`config.mk`:
```
export PLATFORM = sky130hd
export DESIGN_NAME = isc_top
export DESIGN_NICKNAME = d
export VERILOG_FILES = /design/src/rtl/isc_pkg.sv /design/src/rtl/isc_top.sv
export SDC_FILE = /design/constraint.sdc
export NUM_CORES = 1
export LEC_CHECK = 0
export ABC_AREA = 1
export BUFFER_PORTS_ARGS = -buffer_cell sky130_fd_sc_hd__buf_2
export CAP_MARGIN = 5
export CORE_MARGIN = 2
export CORE_UTILIZATION = 60
export DETAILED_ROUTE_END_ITERATION = 6
export PLACE_DENSITY = 0.85
export SLEW_MARGIN = 20
export SYNTH_ARGS = -nofsm -noshare
export SYNTH_HDL_FRONTEND = slang
export SYNTH_SLANG_ARGS = --single-unit
```
`constraint.sdc`:
```
create_clock -name mclk_i -period 20.1 [get_ports mclk_i]
set_clock_uncertainty 0.05 [all_clocks]
set_input_delay 2.01 -clock mclk_i [delete_from_list [all_inputs] [get_ports mclk_i]]
set_output_delay 2.01 -clock mclk_i [all_outputs]
set_load 0.01 [all_outputs]
```
`src/rtl/isc_pkg.sv`:
```
// Shared constants and types for the instrument status and configuration block.
package isc_pkg;

	// Clock and timing.
	localparam int unsigned CLK_HZ      = 25_000_000;
	localparam int unsigned REPEAT_MS   = 250;
	localparam int unsigned REPEAT_CYC  = CLK_HZ / 1000 * REPEAT_MS;
	localparam int unsigned ACT_MS      = 50;
	localparam int unsigned ACT_CYC     = CLK_HZ / 1000 * ACT_MS;
	localparam int unsigned ERR_MS      = 200;
	localparam int unsigned ERR_CYC     = CLK_HZ / 1000 * ERR_MS;
	localparam int unsigned CNT_W       = 24;

	// Status byte bit positions.
	localparam int unsigned ST_MAG_LOW  = 0;
	localparam int unsigned ST_PARAM    = 1;
	localparam int unsigned ST_NO_REF   = 2;
	localparam int unsigned ST_UNLOCK   = 3;
	localparam int unsigned ST_OVERLOAD_LAMP     = 4;
	localparam int unsigned ST_AOFS     = 5;
	localparam int unsigned ST_SRQ      = 6;
	localparam int unsigned ST_ILLEGAL  = 7;

	// Sensitivity indices, 1-2-5 steps, 100 nV = 4 through 500 mV = 24.
	localparam logic [4:0] SENS_MIN     = 5'h04;
	localparam logic [4:0] SENS_MAX     = 5'h18;
	localparam logic [4:0] LOW_MIN      = 5'h07;
	localparam logic [4:0] NORM_MAX     = 5'h15;
	localparam logic [4:0] HIGH_MAX     = 5'h12;

	// Switch bank field positions.
	localparam int unsigned SW1_ECHO    = 5;
	localparam logic [4:0] ADDR_INVALID = 5'h1f;
	localparam int unsigned SW2_ODD     = 3;
	localparam int unsigned SW2_PAR_EN  = 4;
	localparam int unsigned SW2_ECHO    = 5;
	localparam int unsigned SW2_STOP2   = 6;

	// Baud divisor: fastest rate, then halved per step down to 300.
	localparam int unsigned BAUD_MAX    = 19200;
	localparam int unsigned BAUD_DIV_W  = 17;
	localparam logic [BAUD_DIV_W-1:0] BAUD_BASE_DIV = BAUD_DIV_W'(CLK_HZ / BAUD_MAX);
	localparam logic [2:0] BAUD_SHIFT_MAX = 3'h6;

	// Front-panel key indices.
	localparam int unsigned KEY_SENS_UP = 0;
	localparam int unsigned KEY_SENS_DN = 1;
	localparam int unsigned KEY_RES_UP  = 2;
	localparam int unsigned KEY_RES_DN  = 3;
	localparam int unsigned KEY_FILT0   = 4;
	localparam int unsigned KEY_DISP_UP = 7;
	localparam int unsigned KEY_N       = 8;
	localparam int unsigned FILT_N      = 3;

	typedef enum logic [1:0] {RES_LOW, RES_NORM, RES_HIGH} isc_res_t;
	typedef enum logic [1:0] {REM_LOCAL, REM_REMOTE, REM_LOCKOUT} isc_rem_t;
	typedef enum logic [2:0] {
		CMD_SET_MASK,
		CMD_SET_REMOTE,
		CMD_SET_SENS,
		CMD_SET_RESERVE,
		CMD_ILLEGAL
	} isc_cmd_t;

	localparam logic [4:0] SENS_RST = SENS_MAX;
	localparam logic [7:0] MASK_RST = 8'h00;
endpackage

```
`src/rtl/isc_top.sv`:
```
// Status byte, configuration switches and front-panel control of the instrument.
`timescale 1ns/100ps
// Notes on behaviour
// - Status bits 0,2,3,4,5 report measurement conditions.
// - Bits 1,6,7 flag range, request, illegal.
// - Switch banks sampled continuously, applied immediately.
// - Bus address from address bank positions 1-5.
// - Address position six down echoes bus traffic.
// - Serial positions 1-3 select baud rate.
// - Position five enables parity, four picks odd.
// - Position six down echoes received serial characters.
// - Position seven up gives two stop bits.
// - Eight data bits sent, top bit zero.
// - Sensitivity keys step, repeat four per second.
// - Sensitivity limited to 100 nV..500 mV.
// - Reserve moved to next allowed on sensitivity.
// - Reserve ranges: low, normal, high limits.
// - Filter keys toggle, one lamp of two lit.
// - Bandpass centre is reference, or double.
// - Traffic lamp pulses on every host character.
// - Error lamp flashes on host interface error.
// - Lockout lights remote lamp, ignores all keys.
// - Remote ignores keys except display-up, returns local.
// - Host writes request mask, device stores it.
// - Host code 0,1,2 picks local/remote/lockout.
module isc_top
#(
	parameter int unsigned FREQ_W      = 20,
	parameter int unsigned REPEAT_CYCLES = isc_pkg::REPEAT_CYC,
	parameter int unsigned ACT_CYCLES  = isc_pkg::ACT_CYC,
	parameter int unsigned ERR_CYCLES  = isc_pkg::ERR_CYC
)
(
	// Clock and reset.
	input  wire logic                         mclk_i,
	input  wire logic                         sys_rst_i,
	// Rear switch banks and front keys (pins, synchronised).
	input  wire logic [7:0]                   address_switch_bank_i,
	input  wire logic [7:0]                   serial_switch_bank_i,
	input  wire logic [isc_pkg::KEY_N-1:0]    panel_keys_i,
	// Measurement conditions from the analog side.
	input  wire logic                         mag_low_i,
	input  wire logic                         no_ref_i,
	input  wire logic                         unlocked_i,
	input  wire logic                         overload_i,
	input  wire logic                         auto_offset_fail_i,
	input  wire logic                         ref_double_i,
	input  wire logic [FREQ_W-1:0]            ref_freq_i,
	// Decoded host commands and character events.
	input  wire logic                         cmd_valid_i,
	input  wire isc_pkg::isc_cmd_t            cmd_code_i,
	input  wire logic [7:0]                   cmd_value_i,
	input  wire logic                         status_clear_i,
	input  wire logic                         rx_char_i,
	input  wire logic                         tx_valid_i,
	input  wire logic [7:0]                   tx_char_i,
	// Status and settings.
	output logic [7:0]                        instrument_status_flags_o,
	output logic [7:0]                        srq_mask_o,
	output logic                              srq_o,
	output logic [4:0]                        sensitivity_o,
	output isc_pkg::isc_res_t                 dynamic_reserve_o,
	output isc_pkg::isc_rem_t                 remote_state_o,
	output logic [FREQ_W:0]                   bandpass_freq_o,
	// Link configuration.
	output logic [4:0]                        bus_addr_o,
	output logic                              bus_addr_ok_o,
	output logic                              debug_echo_o,
	output logic [isc_pkg::BAUD_DIV_W-1:0]    baud_div_o,
	output logic                              parity_en_o,
	output logic                              parity_odd_o,
	output logic                              serial_echo_o,
	output logic                              two_stop_o,
	output logic                              tx_valid_o,
	output logic [7:0]                        tx_data_o,
	// Lamps.
	output logic [isc_pkg::FILT_N-1:0]        filter_in_lamp_o,
	output logic [isc_pkg::FILT_N-1:0]        filter_out_lamp_o,
	output logic                              overload_lamp_o,
	output logic                              loop_unlocked_lamp_o,
	output logic                              traffic_lamp_o,
	output logic                              error_lamp_o,
	output logic                              remote_lamp_o
);
	import isc_pkg::*;

	typedef struct packed {
		logic [7:0]            s1a, s1b, s2a, s2b;
		logic [KEY_N-1:0]      ka, kb, kp;
		logic [7:0]            status, mask;
		logic                  srq;
		logic [4:0]            sens;
		isc_res_t              res;
		isc_rem_t              remote_lamp;
		logic [FILT_N-1:0]     filt, filt_out;
		logic [CNT_W-1:0]      rpt, act, err;
		logic                  act_lamp, err_lamp, ovl_lamp, unl_lamp, rem_lamp;
		logic [4:0]            addr;
		logic                  addr_ok, dbg_echo;
		logic [BAUD_DIV_W-1:0] baud_div;
		logic                  par_en, par_odd, ser_echo, stop2;
		logic                  tx_valid;
		logic [7:0]            tx_data;
		logic [FREQ_W:0]       bp_freq;
	} isc_st_t;

	isc_st_t st_r;
	isc_st_t st_nxt;

	// Whether a reserve setting may be used at a sensitivity index.
	function automatic logic res_ok(input isc_res_t r, input logic [4:0] s);
		case (r)
			RES_LOW:  res_ok = (s >= LOW_MIN);
			RES_NORM: res_ok = (s <= NORM_MAX);
			RES_HIGH: res_ok = (s <= HIGH_MAX);
			default:  res_ok = 1'b0;
		endcase
	endfunction

	// Next allowed reserve once the sensitivity has moved.
	function automatic isc_res_t res_fix(input isc_res_t r, input logic [4:0] s);
		isc_res_t t;
		t = r;
		if (t == RES_HIGH && s > HIGH_MAX)
			t = RES_NORM;
		if (t == RES_NORM && s > NORM_MAX)
			t = RES_LOW;
		if (t == RES_LOW && s < LOW_MIN)
			t = RES_NORM;
		res_fix = t;
	endfunction

	////////////////////////////////////////////////////////////////////////////
	// Next-state logic.
	always_comb
	begin
		logic [KEY_N-1:0] press;
		logic [2:0]       bsel;
		logic [4:0]       s_new;
		logic             s_step;
		logic             s_up;
		logic             host_err;
		logic [7:0]       rise;
		press    = '0;
		bsel     = '0;
		s_new    = '0;
		s_step   = 1'b0;
		s_up     = 1'b0;
		host_err = 1'b0;
		rise     = '0;
		st_nxt   = st_r;
		// Two-flop synchronisers on switches and keys.
		st_nxt.s1a = address_switch_bank_i;
		st_nxt.s1b = st_r.s1a;
		st_nxt.s2a = serial_switch_bank_i;
		st_nxt.s2b = st_r.s2a;
		st_nxt.ka  = panel_keys_i;
		st_nxt.kb  = st_r.ka;
		st_nxt.kp  = st_r.kb;
		// Switch decode follows the banks every cycle.
		st_nxt.addr     = st_r.s1b[4:0];
		st_nxt.addr_ok  = (st_r.s1b[4:0] != ADDR_INVALID);
		st_nxt.dbg_echo = ~st_r.s1b[SW1_ECHO];
		bsel = ~st_r.s2b[2:0];
		if (bsel > BAUD_SHIFT_MAX)
			bsel = BAUD_SHIFT_MAX;
		st_nxt.baud_div = BAUD_BASE_DIV << bsel;
		st_nxt.par_en   = st_r.s2b[SW2_PAR_EN];
		st_nxt.par_odd  = st_r.s2b[SW2_ODD];
		st_nxt.ser_echo = ~st_r.s2b[SW2_ECHO];
		st_nxt.stop2    = st_r.s2b[SW2_STOP2];
		// Outgoing characters keep eight bits with the top bit clear.
		st_nxt.tx_valid = tx_valid_i;
		if (tx_valid_i)
			st_nxt.tx_data = {1'b0, tx_char_i[6:0]};
		// Key presses, gated by the remote state.
		press = st_r.kb & ~st_r.kp;
		case (st_r.remote_lamp)
			REM_LOCAL:   ;
			REM_REMOTE:
			begin
				if (press[KEY_DISP_UP])
					st_nxt.remote_lamp = REM_LOCAL;
				press = '0;
			end
			REM_LOCKOUT: press = '0;
			default:     press = '0;
		endcase
		// Sensitivity keys with auto-repeat while held.
		if (press[KEY_SENS_UP] || press[KEY_SENS_DN])
		begin
			s_step    = 1'b1;
			s_up      = press[KEY_SENS_UP];
			st_nxt.rpt = CNT_W'(REPEAT_CYCLES - 1);
		end
		else if (st_r.remote_lamp == REM_LOCAL && (st_r.kb[KEY_SENS_UP] ^ st_r.kb[KEY_SENS_DN]))
		begin
			if (st_r.rpt == '0)
			begin
				s_step    = 1'b1;
				s_up      = st_r.kb[KEY_SENS_UP];
				st_nxt.rpt = CNT_W'(REPEAT_CYCLES - 1);
			end
			else
				st_nxt.rpt = st_r.rpt - 1'b1;
		end
		s_new = st_r.sens;
		if (s_step && s_up && st_r.sens < SENS_MAX)
			s_new = st_r.sens + 1'b1;
		else if (s_step && !s_up && st_r.sens > SENS_MIN)
			s_new = st_r.sens - 1'b1;
		// Reserve keys accept only settings allowed at this sensitivity.
		if (press[KEY_RES_UP] && st_r.res != RES_HIGH && res_ok(isc_res_t'(st_r.res + 1'b1), s_new))
			st_nxt.res = isc_res_t'(st_r.res + 1'b1);
		else if (press[KEY_RES_DN] && st_r.res != RES_LOW && res_ok(isc_res_t'(st_r.res - 1'b1), s_new))
			st_nxt.res = isc_res_t'(st_r.res - 1'b1);
		// Filter keys toggle; the out lamp is the complement.
		st_nxt.filt = st_r.filt ^ press[KEY_FILT0 +: FILT_N];
		// Host commands.
		if (cmd_valid_i)
		begin
			case (cmd_code_i)
				CMD_SET_MASK:    st_nxt.mask = cmd_value_i;
				CMD_SET_REMOTE:
				begin
					if (cmd_value_i <= 8'h02)
						st_nxt.remote_lamp = isc_rem_t'(cmd_value_i[1:0]);
					else
						host_err = 1'b1;
				end
				CMD_SET_SENS:
				begin
					if (cmd_value_i >= {3'h0, SENS_MIN} && cmd_value_i <= {3'h0, SENS_MAX})
						s_new = cmd_value_i[4:0];
					else
						host_err = 1'b1;
				end
				CMD_SET_RESERVE:
				begin
					if (cmd_value_i <= 8'h02 && res_ok(isc_res_t'(cmd_value_i[1:0]), s_new))
						st_nxt.res = isc_res_t'(cmd_value_i[1:0]);
					else
						host_err = 1'b1;
				end
				default:         host_err = 1'b1;
			endcase
		end
		st_nxt.sens = s_new;
		st_nxt.res  = res_fix(st_nxt.res, s_new);
		st_nxt.filt_out = ~st_nxt.filt;
		// Status byte: sticky bits clear on read, a new event wins.
		if (status_clear_i)
		begin
			st_nxt.status[ST_PARAM]   = 1'b0;
			st_nxt.status[ST_SRQ]     = 1'b0;
			st_nxt.status[ST_ILLEGAL] = 1'b0;
			st_nxt.srq = 1'b0;
		end
		st_nxt.status[ST_MAG_LOW] = mag_low_i;
		st_nxt.status[ST_NO_REF]  = no_ref_i;
		st_nxt.status[ST_UNLOCK]  = unlocked_i;
		st_nxt.status[ST_OVERLOAD_LAMP]    = overload_i;
		st_nxt.status[ST_AOFS]    = auto_offset_fail_i;
		if (cmd_valid_i && cmd_code_i < CMD_ILLEGAL && host_err)
			st_nxt.status[ST_PARAM] = 1'b1;
		if (cmd_valid_i && cmd_code_i >= CMD_ILLEGAL)
			st_nxt.status[ST_ILLEGAL] = 1'b1;
		rise = st_nxt.status & ~st_r.status & st_r.mask;
		rise[ST_SRQ] = 1'b0;
		if (rise != '0)
		begin
			st_nxt.status[ST_SRQ] = 1'b1;
			st_nxt.srq = 1'b1;
		end
		// Traffic and error lamps are stretched pulses.
		if (rx_char_i || tx_valid_i)
			st_nxt.act = CNT_W'(ACT_CYCLES);
		else if (st_r.act != '0)
			st_nxt.act = st_r.act - 1'b1;
		if (cmd_valid_i && (host_err || cmd_code_i == CMD_ILLEGAL))
			st_nxt.err = CNT_W'(ERR_CYCLES);
		else if (st_r.err != '0)
			st_nxt.err = st_r.err - 1'b1;
		st_nxt.act_lamp = (st_nxt.act != '0);
		st_nxt.err_lamp = (st_nxt.err != '0);
		st_nxt.ovl_lamp = overload_i;
		st_nxt.unl_lamp = unlocked_i;
		st_nxt.rem_lamp = (st_nxt.remote_lamp != REM_LOCAL);
		// Bandpass centre tracks the demodulator frequency.
		st_nxt.bp_freq = ref_double_i ? {ref_freq_i, 1'b0} : {1'b0, ref_freq_i};
	end

	////////////////////////////////////////////////////////////////////////////
	// State register.
	always_ff @(posedge mclk_i or posedge sys_rst_i)
	begin
		if (sys_rst_i)
		begin
			st_r      <= '0;
			st_r.sens <= SENS_RST;
			st_r.res  <= RES_LOW;
			st_r.remote_lamp  <= REM_LOCAL;
			st_r.mask <= MASK_RST;
			st_r.filt_out <= '1;
			st_r.baud_div <= BAUD_BASE_DIV;
		end
		else
			st_r <= st_nxt;
	end

	////////////////////////////////////////////////////////////////////////////
	// Outputs straight from the state register.
	assign instrument_status_flags_o = st_r.status;
	assign srq_mask_o           = st_r.mask;
	assign srq_o                = st_r.srq;
	assign sensitivity_o        = st_r.sens;
	assign dynamic_reserve_o    = st_r.res;
	assign remote_state_o       = st_r.remote_lamp;
	assign bandpass_freq_o      = st_r.bp_freq;
	assign bus_addr_o           = st_r.addr;
	assign bus_addr_ok_o        = st_r.addr_ok;
	assign debug_echo_o         = st_r.dbg_echo;
	assign baud_div_o           = st_r.baud_div;
	assign parity_en_o          = st_r.par_en;
	assign parity_odd_o         = st_r.par_odd;
	assign serial_echo_o        = st_r.ser_echo;
	assign two_stop_o           = st_r.stop2;
	assign tx_valid_o           = st_r.tx_valid;
	assign tx_data_o            = st_r.tx_data;
	assign filter_in_lamp_o     = st_r.filt;
	assign filter_out_lamp_o    = st_r.filt_out;
	assign overload_lamp_o      = st_r.ovl_lamp;
	assign loop_unlocked_lamp_o = st_r.unl_lamp;
	assign traffic_lamp_o       = st_r.act_lamp;
	assign error_lamp_o         = st_r.err_lamp;
	assign remote_lamp_o        = st_r.rem_lamp;
endmodule

```
Word level (Yosys, flattened, before mapping) --
Cells that the tools add are included.
Word-level totals: register bits 216, output and inout bits 95, logic and storage cells 172
Operators by class: magnitude comparators 14, shifts and indexed selects 1, reductions and logical operators 39, equality and inequality tests 15, multiplexer cells 51, $add $sub $neg 7, bitwise gates (word level) 11
Operators with widths (number):
- 24-bit 2-to-1 mux | 7
- 24-bit nonzero test | 4
- 24-bit by 1-bit subtractor with 24-bit output, second input constant | 3
- 5-bit 2-to-1 mux | 5
- 8-bit bitwise AND | 3
- 24-bit zero test | 1
- 2-bit 2-to-1 mux | 12
- 21-bit 2-to-1 mux | 1
- 1-bit 2-to-1 mux | 19
- 1-bit logical AND | 18
- 11-bit by 3-bit << shifter with 17-bit output, first input constant | 1
- 8-bit inverter | 2
- 2-bit by 1-bit equality test with 1-bit output, second input constant | 5
- 5-bit > comparator, second input constant | 2
- 5-bit less-or-equal comparator, second input constant | 2
- 2-bit zero test | 5
- 1-bit one-hot mux with 3 select lines | 3
- 2-bit equality test, second input constant | 4
- 8-bit by 3-bit >= comparator with 1-bit output, second input constant | 1
- 8-bit by 2-bit less-or-equal comparator with 1-bit output, second input constant | 1
- 8-bit by 5-bit less-or-equal comparator with 1-bit output, second input constant | 1
- 2-bit nonzero test | 4
- 7-bit 2-to-1 mux | 1
- 7-bit nonzero test | 1
- other kinds (27) | 32

Logic depth before layout (Yosys ltp) --
Gate-level depths: netlist of the first run.
depth after elaboration 29, mapped depth 30

Worst setup path before layout of the first run --
No wires, ideal clock.
kind input to register, start in cmd_value_i[2], end reg st_r (netlist bit dynamic_reserve_o[0]), required time 19934 ps, arrival time 3547 ps, library setup time 116 ps, path buffers 0, slack 16386 ps, stages 12, cells stage by stage o311ai_0 > nand4_1 > nand2_1 > o21ai_0 > nor2_1 > inv_1 > a21oi_1 > nand2_1 > nand2_1 > nand2_1 > nand2_1 > nand2_1
RTL lines:
- from (decl) | line isc_top.sv:52 | input wire logic [7:0] cmd_value_i,
- to (signal assigned) | line isc_top.sv:308 | st_r <= st_nxt;
- to (decl) | line isc_top.sv:107 | isc_st_t st_r;

==> reports/results.tsv, run 1 <==
stage	metric	value	unit
status	status	complete, no violations	
placement	port_buffers	163	
timing	whs	0.296	ns
timing	rsz0062_at_grt	no	
timing	setup_tns	0	ns
grt	grtUsageTotal	22.7	%
timing	finalHoldViolCount	0	
power_and_ir_drop	switching_share	30.0	%
timing	maxSlewHeadroom	43.2	%
route	ant_nets	0	
critical_path	arrival	4.15	ns
synthesis	synth_top_area_share	50.5	%
power_and_ir_drop	peakVddDrop	0.0782	mV
route	drt_iter0_drc	514	
clocking	cts_resized	0	
critical_path	path_cells	buf_2 > o311ai_0 > nand4_1 > o21ai_0 > inv_1 > a21oi_1 > nand2_1 > nand2_1 > nand2_1 > nand2_1 > nand2_1	
synthesis	synth_cell_type_count	58	
clocking	cts_made_buffers	23	
synthesis	syn_area_per_cell	8.89	µm²
final_layout	utilization	68.6	%
route	wl_per_cell	13.6	µm
critical_path	critPathMaxStageDelay	0.50	ns
clocking	clockBufferDepth	3	
clocking	cts_tree	built	
critical_path	critPathSlowestCell	o21ai_0	
power_and_ir_drop	p_per_area	106	nW/µm²
route	via_per_inst	5.13	
critical_path	crit_top_cell	nand2_1	
floorplan	core	16500	µm²
power_and_ir_drop	power_frac_comb	21.0	%
clocking	clkSlewWorstSetupHoldPaths	0.06	ns
route	drtPass1Iterations	5	
critical_path	required	20.45	ns
critical_path	cp-start-kind	input pin	
synthesis	async_flop_share	100	%
floorplan	ios	170	
final_layout	drive_above_1_share	20.6	%
critical_path	criticalPathCategory	in -> reg	
synthesis	yosysTopAreaCell	dfrtp_1	
grt	grt_pass1_vias	7233	
clocking	cts_setup_buffers	0	
final_layout	fillers	1291	
timing	worst_pin_slew	0.852	ns
placement	dp_hpwl	14200	µm
final_layout	multiInputGateArea	3430	µm²
critical_path	path_buf_inv	2	
timing	fin_crit	3.80	ns
placement	gp_congestion	0.867	
floorplan	start_util	61.1	%
critical_path	cpLargestDelayFamily	compound AO/OA/AOI/OAI gates	
clocking	clockRootBuffer	clkbuf_16	
grt	grt_max_degree	129	
clocking	clock_latency	0.51	ns
power_and_ir_drop	p_sw	358	µW
critical_path	end_kind	flip-flop	
floorplan	die_h	134	µm
synthesis	ys_seq_area_share	53.1	%
synthesis	yosysWarnings	0	
route	wl	20000	µm
power_and_ir_drop	power.internal	836	µW
power_and_ir_drop	cellLeakagePower	0.00567	µW
grt	overflow	0	
timing	max_freq	0.263	GHz
synthesis	synth_cells	1132	
floorplan	die_w	134	µm
timing	fin_crit_sh	18.9	%
run	drv_cap	0	
timing	setup_viol_count_final	0	
grt	grt_pass1_wl	33200	µm
final_layout	fin_cells	1464	
route	vias	7516	
final_layout	area.sequential	5340	µm²
synthesis	dominantRegCellSynth	dfrtp_1	
worst_hold_path	hp-class	reg -> reg	
clocking	postCtsHoldBufs	0	
power_and_ir_drop	p_clk_share	36.7	%
synthesis	synth-seq-cells	213	
grt	antenna_found_initial	1	
final_layout	nets	1314	
power_and_ir_drop	power_frac_seq	42.3	%
route	route.detailed.drc	0	
final_layout	design_area	11300	µm²
placement	placed_area	10500	µm²
critical_path	crit_fanout	10	
placement	placed_cells	1421	
synthesis	synth_area_leaders	dfrtp_1 (50%), nand2_1 (6.8%), buf_4 (6.3%)	
floorplan	dieArea	17800	µm²
synthesis	post-synth-top-count-cell	dfrtp_1	
final_layout	area_growth	12.2	%
synthesis	synth_common_cells	dfrtp_1 (203), nand2_1 (181), inv_1 (157)	
synthesis	synthesis.area	10100	µm²
floorplan	fp-row-count	47	
clocking	h-tree-depth	1	
timing	finalMaxSlewViolations	0	
synthesis	synth_edf_count	0	
clocking	cts_sinks	213	
kinds of logic (layout without fill, tap and decap cells):
kind of cell               count (synthesis)  count (layout)  share of synthesized area (%)
xor gates and xnor gates                  24              24                           2.09
DFF                                      213             213                           53.1
buffers and inverters                    257             367                           12.9
muxes                                      4               4                          0.435
AOI/OAI and AO/OA                        121             121                           6.95
adders and majority gates                 13              13                           1.62
and+or+nand+nor                          499             499                           22.9
other                                      1               3                         0.0373
power by group through the flow:
stage | clock, µW | sequential [µW] | combinational, µW
after global routing | 468 | 510 | 283
after floorplan | 0 | 502 | 212
after CTS | 448 | 505 | 250
after global placement | 0 | 509 | 241
after detailed placement | 0 | 512 | 248
final | 439 | 505 | 250
flip-flops by register name, summed over array words and instances, names as in the netlist, 2 cells and up:
signal	cells
baud_div_o	16
bandpass_freq_o	21
st_r	85
srq_mask_o	8
st_nxt	37
instrument_status_flags_o	8
bus_addr_o	5
tx_data_o	7
filter_in_lamp_o	3
remote_state_o	2
sensitivity_o	5
filter_out_lamp_o	3
dynamic_reserve_o	2
stage by stage:
stage               setup slack [ns]  power [µW]
finish                         16.30        1190
global placement               15.74         750
CTS                            16.30        1200
floorplan                      12.23         714
detailed placement             15.77         760
global route                   15.88        1260
cell usage in the layout (no fill, tap or decap), types with 23 or more instances in the layout:
master,count
clkbuf_16,23
o21ai_0,47
buf_2,163
nor2_1,153
nand3_1,57
inv_1,156
nor3_1,29
nand2_1,181
dfrtp_1,203
a21oi_1,34
cell type report:
class | count | share of cell area (%)
multi-input combinational | 663 | 30.4
clock inverter | 11 | 1.44
sequential | 213 | 47.3
inverter | 161 | 5.46
clock buffer | 31 | 5.63
timing repair buffer | 164 | 7.32
antenna | 1 | 0.0222
tap | 220 | 2.44
routing by layer:
| metal | track usage (%) | part of all wire, % | vias to the layer above |
|---|---|---|---|
| met2 | 38.2 | 48 | 248 |
| met1 | 28.8 | 42 | 3503 |
| met3 | 5.56 | 7.4 | 45 |
| met5 | 0 | 0 | - |
| li1 | - | - | 3720 |
| met4 | 8.39 | 2.9 | 0 |
final timing paths:
| path | slack [ns] | endpoint | depth (start not counted) | startpoint |
|---|---|---|---|---|
| worst min register to register | 0.30 | st_r[212] | 0 | st_nxt[212] |
| worst max register to register | 16.85 | instrument_status_flags_o[6] | 26 | st_r[111] |
| max in group asynchronous | 17.18 | st_r[212] | 3 | sys_rst_i |
| min in group asynchronous | 1.61 | tx_data_o[0] | 2 | sys_rst_i |
| worst max-delay path | 16.30 | dynamic_reserve_o[0] | 11 | cmd_value_i[0] |
| worst min-delay path | 0.30 | st_r[212] | 0 | st_nxt[212] |
Note: power is estimated with default switching activity, not from simulation.
==> run 2: changes to the inputs <==
--- a/config.mk
+++ b/config.mk
@@ -9,9 +9,9 @@
 export BUFFER_PORTS_ARGS = -buffer_cell sky130_fd_sc_hd__buf_2
 export CAP_MARGIN = 5
 export CORE_MARGIN = 2
-export CORE_UTILIZATION = 60
+export CORE_UTILIZATION = 57
 export DETAILED_ROUTE_END_ITERATION = 6
-export PLACE_DENSITY = 0.85
+export PLACE_DENSITY = 0.82
 export SLEW_MARGIN = 20
 export SYNTH_ARGS = -nofsm -noshare
 export SYNTH_HDL_FRONTEND = slang
==> constraint.sdc (replaced) <==
create_clock -name mclk_i -period 3.5 [get_ports mclk_i]
set_clock_uncertainty 0.05 [all_clocks]
set_input_delay 0.35 -clock mclk_i [delete_from_list [all_inputs] [get_ports mclk_i]]
set_output_delay 0.35 -clock mclk_i [all_outputs]
set_load 0.01 [all_outputs]
==> run 2 against run 1 <==
  * First-iteration DRC count up 17%
  * Largest power group unchanged
  * Highest routed layer unchanged
  * Non-clock buffer count up 39
  * Total power rose to 5.6 times the previous value
  * Critical path type is now reg -> reg
  * Via count up 3.0%
==> reports/results.tsv, run 2 (same netlist as run 1, synthesis figures left out) <==
stage	metric	value	unit	change
floorplan	start_util	58.2	%	was 61.1%
route	wl	21100	µm	was 20000 µm
critical_path	r2r_slack	0.45	ns	was 16.85 ns
clocking	cts_sinks	213		unchanged
timing	rsz0062_at_grt	no		unchanged
critical_path	end_kind	flip-flop		unchanged
final_layout	final_common_cell	dfrtp_1		unchanged
critical_path	critPathMaxStageDelay	0.38	ns	was 0.50 ns
clocking	clock_latency	0.50	ns	was 0.51 ns
timing	whs	0.00404	ns	was 0.296 ns
route	wl_per_cell	14.0	µm	was 13.6 µm
critical_path	crit_top_cell	nand2_1		unchanged
run	drv_cap	0		unchanged
placement	place_ws	0.440	ns	was 15.77 ns
grt	grt_pass1_wl	35100	µm	was 33200 µm
clocking	clockRootBuffer	clkbuf_16		unchanged
final_layout	top_register	st_r		unchanged
floorplan	core	17300	µm²	was 16500 µm²
route	drt_iter0_drc	602		was 514
timing	finalMaxSlewViolations	0		unchanged
critical_path	required	3.86	ns	was 20.45 ns
grt	grt_pass1_vias	7569		was 7233
timing	worst_pin_slew	0.943	ns	was 0.852 ns
route	ant_nets	0		unchanged
route	drtPass1Iterations	5		unchanged
clocking	clkSlewWorstSetupHoldPaths	0.06	ns	about the same
floorplan	fp-row-count	48		was 47
timing	maxSlewHeadroom	37.0	%	was 43.2%
grt	overflow	0		unchanged
clocking	cts_made_buffers	22		was 23
power_and_ir_drop	cellLeakagePower	0.00579	µW	was 0.00567 µW
critical_path	arrival	3.42	ns	was 4.15 ns
critical_path	cp-start-kind	flip-flop		was input pin
placement	dp_hpwl	15000	µm	was 14200 µm
clocking	clockBufferDepth	3		unchanged
clocking	h-tree-depth	1		unchanged
critical_path	r2r-start	st_r[111]		unchanged
final_layout	area_growth	15.4	%	was 12.2%
clocking	cts_resized	0		unchanged
power_and_ir_drop	peakVddDrop	0.475	mV	was 0.0782 mV
grt	grt_max_degree	56		was 129
final_layout	largest_register_ff_count	85		unchanged
timing	fin_crit	3.05	ns	
final_layout	drive_above_1_share	20.1	%	was 20.6%
critical_path	crit_fanout	18		was 10
timing	finalHoldViolCount	0		unchanged
route	vias	7738		was 7516
final_layout	design_area	11600	µm²	was 11300 µm²
timing	setup_tns	0	ns	unchanged
grt	grtUsageTotal	23.3	%	was 22.7%
floorplan	ios	170		unchanged
critical_path	crit_start	st_r[111]		was cmd_value_i[0]
critical_path	critPathSlowestCell	dfrtp_1		was o21ai_0
timing	setup_viol_count_final	0		unchanged
power_and_ir_drop	finalPower	6660	µW	was 1190 µW
critical_path	criticalPathCategory	reg -> reg		was in -> reg
clocking	cts_tree	built		unchanged
power_and_ir_drop	p_per_area	573	nW/µm²	was 106 nW/µm²
grt	antenna_found_initial	0		was 1
placement	port_buffers	163		unchanged
timing	max_freq	0.328	GHz	
floorplan	die_h	137	µm	was 134 µm
floorplan	die_w	137	µm	was 134 µm
placement	placed_area	10600	µm²	was 10500 µm²
route	route.detailed.drc	0		unchanged
timing	fin_crit_sh	87.2	%	
final_layout	nets	1352		was 1314
route	via_per_inst	5.14		was 5.13
final_layout	diodes	0		was 1
final_layout	mostFrequentLayoutCells	dfrtp_1 (203), nand2_1 (181), buf_2 (163), inv_1 (156), nor2_1 (153)		unchanged
worst_hold_path	hp-class	in -> async		was reg -> reg
placement	gp_congestion	0.865		was 0.867
status	status	complete, no violations		unchanged
floorplan	dieArea	18700	µm²	was 17800 µm²
timing	setup_ws	0.448	ns	was 16.30 ns
[run 2: cell count changes in the layout (fill, tap and decap cells not counted)]
cell,delta
dlygate4sd3_1,+33
buf_4,+4
buf_12,+3
bufinv_16,-3
clkbuf_1,+3
clkinvlp_4,+2
inv_6,-2
buf_6,-1
clkinv_2,-1
diode_2,-1
inv_8,-1
[run 2: worst paths after layout]
kind,cells past startpoint,end
worst min-delay path,2,st_nxt[170]
min in group mclk_i,3,bandpass_freq_o[14]
worst max register to register,26,srq_o
worst min register to register,0,st_nxt[167]
worst max-delay path,26,srq_o
max in group asynchronous,3,debug_echo_o
[run 2: timing repair]
action | in CTS | in global routing
buffers inserted | 0 | 0
setup endpoints to repair | 0 | 0
hold endpoints to repair | 33 | 0
hold buffers | 33 | 0
[run 2: metal layers]
metal  global-route usage, %  vias to the layer above  wire length, µm  part of all wire, %
li1                        -                     3801                -                    -
met1                    30.2                     3615             8820                   42
met2                    39.8                      275            10300                   49
met3                    4.67                       47             1470                  7.0
met4                    6.87                        0              520                  2.5
met5                       0                        -                0                    0
[run 2: worst max-delay path: cells and delay by family (launching register included)]
kind            cells  cell delay, ns
buf+inv             5            0.52
fa+ha+maj           1            0.18
flops               1            0.38
compound gates      1            0.13
simple gates       19            1.67
[run 2: through the flow]
| step | util, % | cells |
|---|---|---|
| floorplan | - | 1133 |
| global placement | 61.1 | 1432 |
| detailed placement | 61.1 | 1432 |
| CTS | 67.1 | 1505 |
| global route | 67.1 | 1505 |
| finish | 67.1 | 1505 |
[run 2: cell type report]
cell class	instances	area, µm²
fill	1350	5690
sequential	213	5340
multi-input combinational	663	3430
timing repair buffer	203	1240
clock buffer	34	647
inverter	161	613
tap	225	282
clock inverter	6	57.6
[run 2: power by group]
part	internal, µW	switching [µW]	leakage (µW)
logic	550	943	0.00295
clock network	1340	919	0.000344
registers	2720	185	0.00249
total	4610	2050	0.00579
==> run 3: changes to the inputs <==
--- a/config.mk
+++ b/config.mk
@@ -9,9 +9,9 @@
 export BUFFER_PORTS_ARGS = -buffer_cell sky130_fd_sc_hd__buf_2
 export CAP_MARGIN = 5
 export CORE_MARGIN = 2
-export CORE_UTILIZATION = 57
+export CORE_UTILIZATION = 46
 export DETAILED_ROUTE_END_ITERATION = 6
-export PLACE_DENSITY = 0.82
+export PLACE_DENSITY = 0.68
 export SLEW_MARGIN = 20
 export SYNTH_ARGS = -nofsm -noshare
 export SYNTH_HDL_FRONTEND = slang
==> run 3 against run 2 <==
  * Non-clock buffer count is 6 higher
  * Sequential share of layout area is 0.78 points lower
  * Clock-buffer cell count is 2 higher
  * Die area is 23% higher
  * First-iteration DRC count is 30% lower
  * Clock power is 10% higher
  * Combinational power hardly changed
  * Sequential power hardly changed
  * Utilization is 12 points lower
  * Maximum frequency is 1.2% lower
  * Critical endpoint is now instrument_status_flags_o[6]
==> reports/results.tsv, run 3 (same netlist as run 1, synthesis figures left out) <==
stage	metric	value	unit	change
critical_path	path_cells	nor2_4 > nand2_4 > nor2_2 > nor2_4 > nand2_8 > nand3_4 > o21ai_1 > nand2_1 > nand2_1 > nand2_2 > nor2_1 > o21ai_2 > nand3_1 > nand3_1 > nand2_1 > nand2_1 > nand2_1 > nand2_4 > inv_4 > nand4_1 > o211ai_1		
power_and_ir_drop	power_frac_comb	21.6	%	was 22.4%
clocking	clock_latency	0.51	ns	was 0.50 ns
clocking	cts_sinks	213		unchanged
grt	grt_pass1_vias	7446		was 7569
final_layout	mostFrequentLayoutCells	dfrtp_1 (203), nand2_1 (181), buf_2 (163), inv_1 (156), nor2_1 (153)		unchanged
route	wl	21100	µm	about the same
floorplan	dieArea	23100	µm²	was 18700 µm²
worst_hold_path	hp-class	in -> reg		was in -> async
placement	placed_area	10600	µm²	about the same
critical_path	arrival	3.45	ns	was 3.42 ns
floorplan	start_util	46.6	%	was 58.2%
placement	place_ws	0.449	ns	was 0.440 ns
route	route.detailed.drc	0		unchanged
floorplan	core	21600	µm²	was 17300 µm²
critical_path	path_buf_inv	1		was 5
status	status	complete, no violations		unchanged
timing	max_freq	0.324	GHz	was 0.328 GHz
critical_path	r2r_end	instrument_status_flags_o[6]		was srq_o
route	via_per_inst	4.81		was 5.14
placement	gp_congestion	0.894		was 0.865
power_and_ir_drop	cellLeakagePower	0.00585	µW	was 0.00579 µW
critical_path	cpLargestDelayFamily	simple AND/OR/NAND/NOR gates		unchanged
final_layout	area_growth	17.3	%	was 15.4%
critical_path	cp-start-kind	flip-flop		unchanged
route	drtPass1Iterations	5		unchanged
timing	rsz0062_at_grt	no		unchanged
final_layout	drive_above_1_share	20.1	%	about the same
route	drt_iter0_drc	420		was 602
final_layout	top_register	st_r		unchanged
grt	grtUsageTotal	18.2	%	was 23.3%
critical_path	end_kind	flip-flop		unchanged
route	vias	7545		was 7738
critical_path	critPathMaxStageDelay	0.43	ns	was 0.38 ns
clocking	cts_made_buffers	23		was 22
clocking	cts_resized	0		unchanged
final_layout	largest_register_ff_count	85		unchanged
clocking	clkSlewWorstSetupHoldPaths	0.06	ns	about the same
power_and_ir_drop	power.internal	4810	µW	was 4610 µW
critical_path	critPathSlowestCell	dfrtp_1		unchanged
power_and_ir_drop	switching_share	30.1	%	was 30.7%
placement	dp_hpwl	15000	µm	about the same
floorplan	ios	170		unchanged
timing	fin_crit	3.09	ns	was 3.05 ns
timing	setup_viol_count_final	0		unchanged
critical_path	required	3.86	ns	about the same
worst_hold_path	min_to	bandpass_freq_o[8]		
clocking	h-tree-depth	1		unchanged
power_and_ir_drop	peakVddDrop	0.391	mV	was 0.475 mV
timing	fin_crit_sh	88.2	%	was 87.2%
worst_hold_path	hp-start	ref_freq_i[7]		
grt	antenna_found_initial	1		was 0
power_and_ir_drop	p_per_area	583	nW/µm²	was 573 nW/µm²
grt	overflow	0		unchanged
grt	grt_pass1_wl	35600	µm	was 35100 µm
final_layout	fillers	1967		was 1350
critical_path	r2r-start	remote_state_o[1]		was st_r[111]
clocking	postCtsHoldBufs	39		was 33
floorplan	die_w	152	µm	was 137 µm
critical_path	crit_fanout	18		unchanged
timing	worst_pin_slew	0.771	ns	was 0.943 ns
timing	finalMaxSlewViolations	0		unchanged
critical_path	r2r_slack	0.41	ns	was 0.45 ns
critical_path	criticalPathCategory	reg -> reg		unchanged
clocking	cts_setup_buffers	0		unchanged
route	ant_nets	0		unchanged
final_layout	utilization	54.6	%	was 67.1%
route	wl_per_cell	13.4	µm	was 14.0 µm
clocking	cts_tree	built		unchanged
grt	grt_max_degree	61		was 56
run	drv_cap	0		unchanged
floorplan	fp-row-count	54		was 48
final_layout	final_common_cell	dfrtp_1		unchanged
final_layout	nets	1359		was 1352
final_layout	design_area	11800	µm²	was 11600 µm²
critical_path	ff2ff_path_depth	21		was 26
timing	whs	0.0207	ns	was 0.00404 ns
power_and_ir_drop	p_clk_share	36.3	%	was 34.0%
floorplan	die_h	152	µm	was 137 µm
clocking	clockBufferDepth	3		unchanged
worst_hold_path	hold_depth	3		
placement	port_buffers	163		unchanged
timing	maxSlewHeadroom	48.5	%	was 37.0%
timing	setup_ws	0.411	ns	was 0.448 ns
power_and_ir_drop	power_frac_seq	42.1	%	was 43.6%
timing	finalHoldViolCount	0		unchanged
power_and_ir_drop	p_sw	2070	µW	was 2050 µW
critical_path	crit_top_cell	nand2_1		unchanged
clocking	clockRootBuffer	clkbuf_16		unchanged
timing	setup_tns	0	ns	unchanged
run 3: cell count changes in the layout (fill, tap and decap cells not counted):
cell           previous run  this run
dlygate4sd3_1            33        39
clkinv_2                  4         1
bufinv_16                 1         3
clkbuf_8                  3         5
buf_12                    3         2
buf_4                     4         5
diode_2                   0         1
inv_6                     0         1
run 3: power by group through the flow:
stage / Sequential (µW) / Clock (µW) / Combinational [µW]
floorplan: 2880 / 0 / 1220
global placement: 2930 / 0 / 1430
detailed placement: 2940 / 0 / 1450
CTS: 2900 / 2570 / 1490
global route: 2930 / 2670 / 1690
finish: 2900 / 2490 / 1490
run 3: worst max-delay path by stage:
stage                                 start                           end  slack [ns]  cells after the start
after global routing              st_r[111]  instrument_status_flags_o[6]        0.06                     22
final                     remote_state_o[1]  instrument_status_flags_o[6]        0.41                     21
after CTS                 remote_state_o[1]  instrument_status_flags_o[6]        0.41                     21
after global placement    remote_state_o[1]                         srq_o        0.50                     21
after floorplan                   sys_rst_i            bandpass_freq_o[0]        0.34                      1
after detailed placement  remote_state_o[1]  instrument_status_flags_o[6]        0.45                     21
run 3: cell type report:
class	count	area [µm²]	area share (%)
inverters	161	613	5.19
multi-input cells	663	3430	29.1
clock buffers	36	674	5.71
flip-flops and latches	213	5340	45.2
well taps	280	350	2.97
repair buffers	209	1280	10.9
diodes	1	2.50	0.0212
clock inverters	6	111	0.943
run 3: worst min-delay path, cell delays in order:
cell and delay, ns:
buf_2 0.09, nand2_1 0.04, o21ai_0 0.06
run 3: metrics by stage:
| stage | std cells | power, µW |
|---|---|---|
| 6_report | 1569 | 6880 |
| 2_1_floorplan | 1133 | 4100 |
| 3_3_place_gp | 1487 | 4360 |
| 4_1_cts | 1568 | 6960 |
| 3_5_place_dp | 1487 | 4390 |
| 5_1_grt | 1569 | 7290 |
run 3: metal layers:
metal  GRT usage [%]  routed length, µm  vias to the layer above
li1                -                  -                     3823
met1            24.3               9640                     3504
met2            30.4               9800                      182
met3            3.82               1160                       36
met4            4.85                490                        0
met5               0                  0                        -
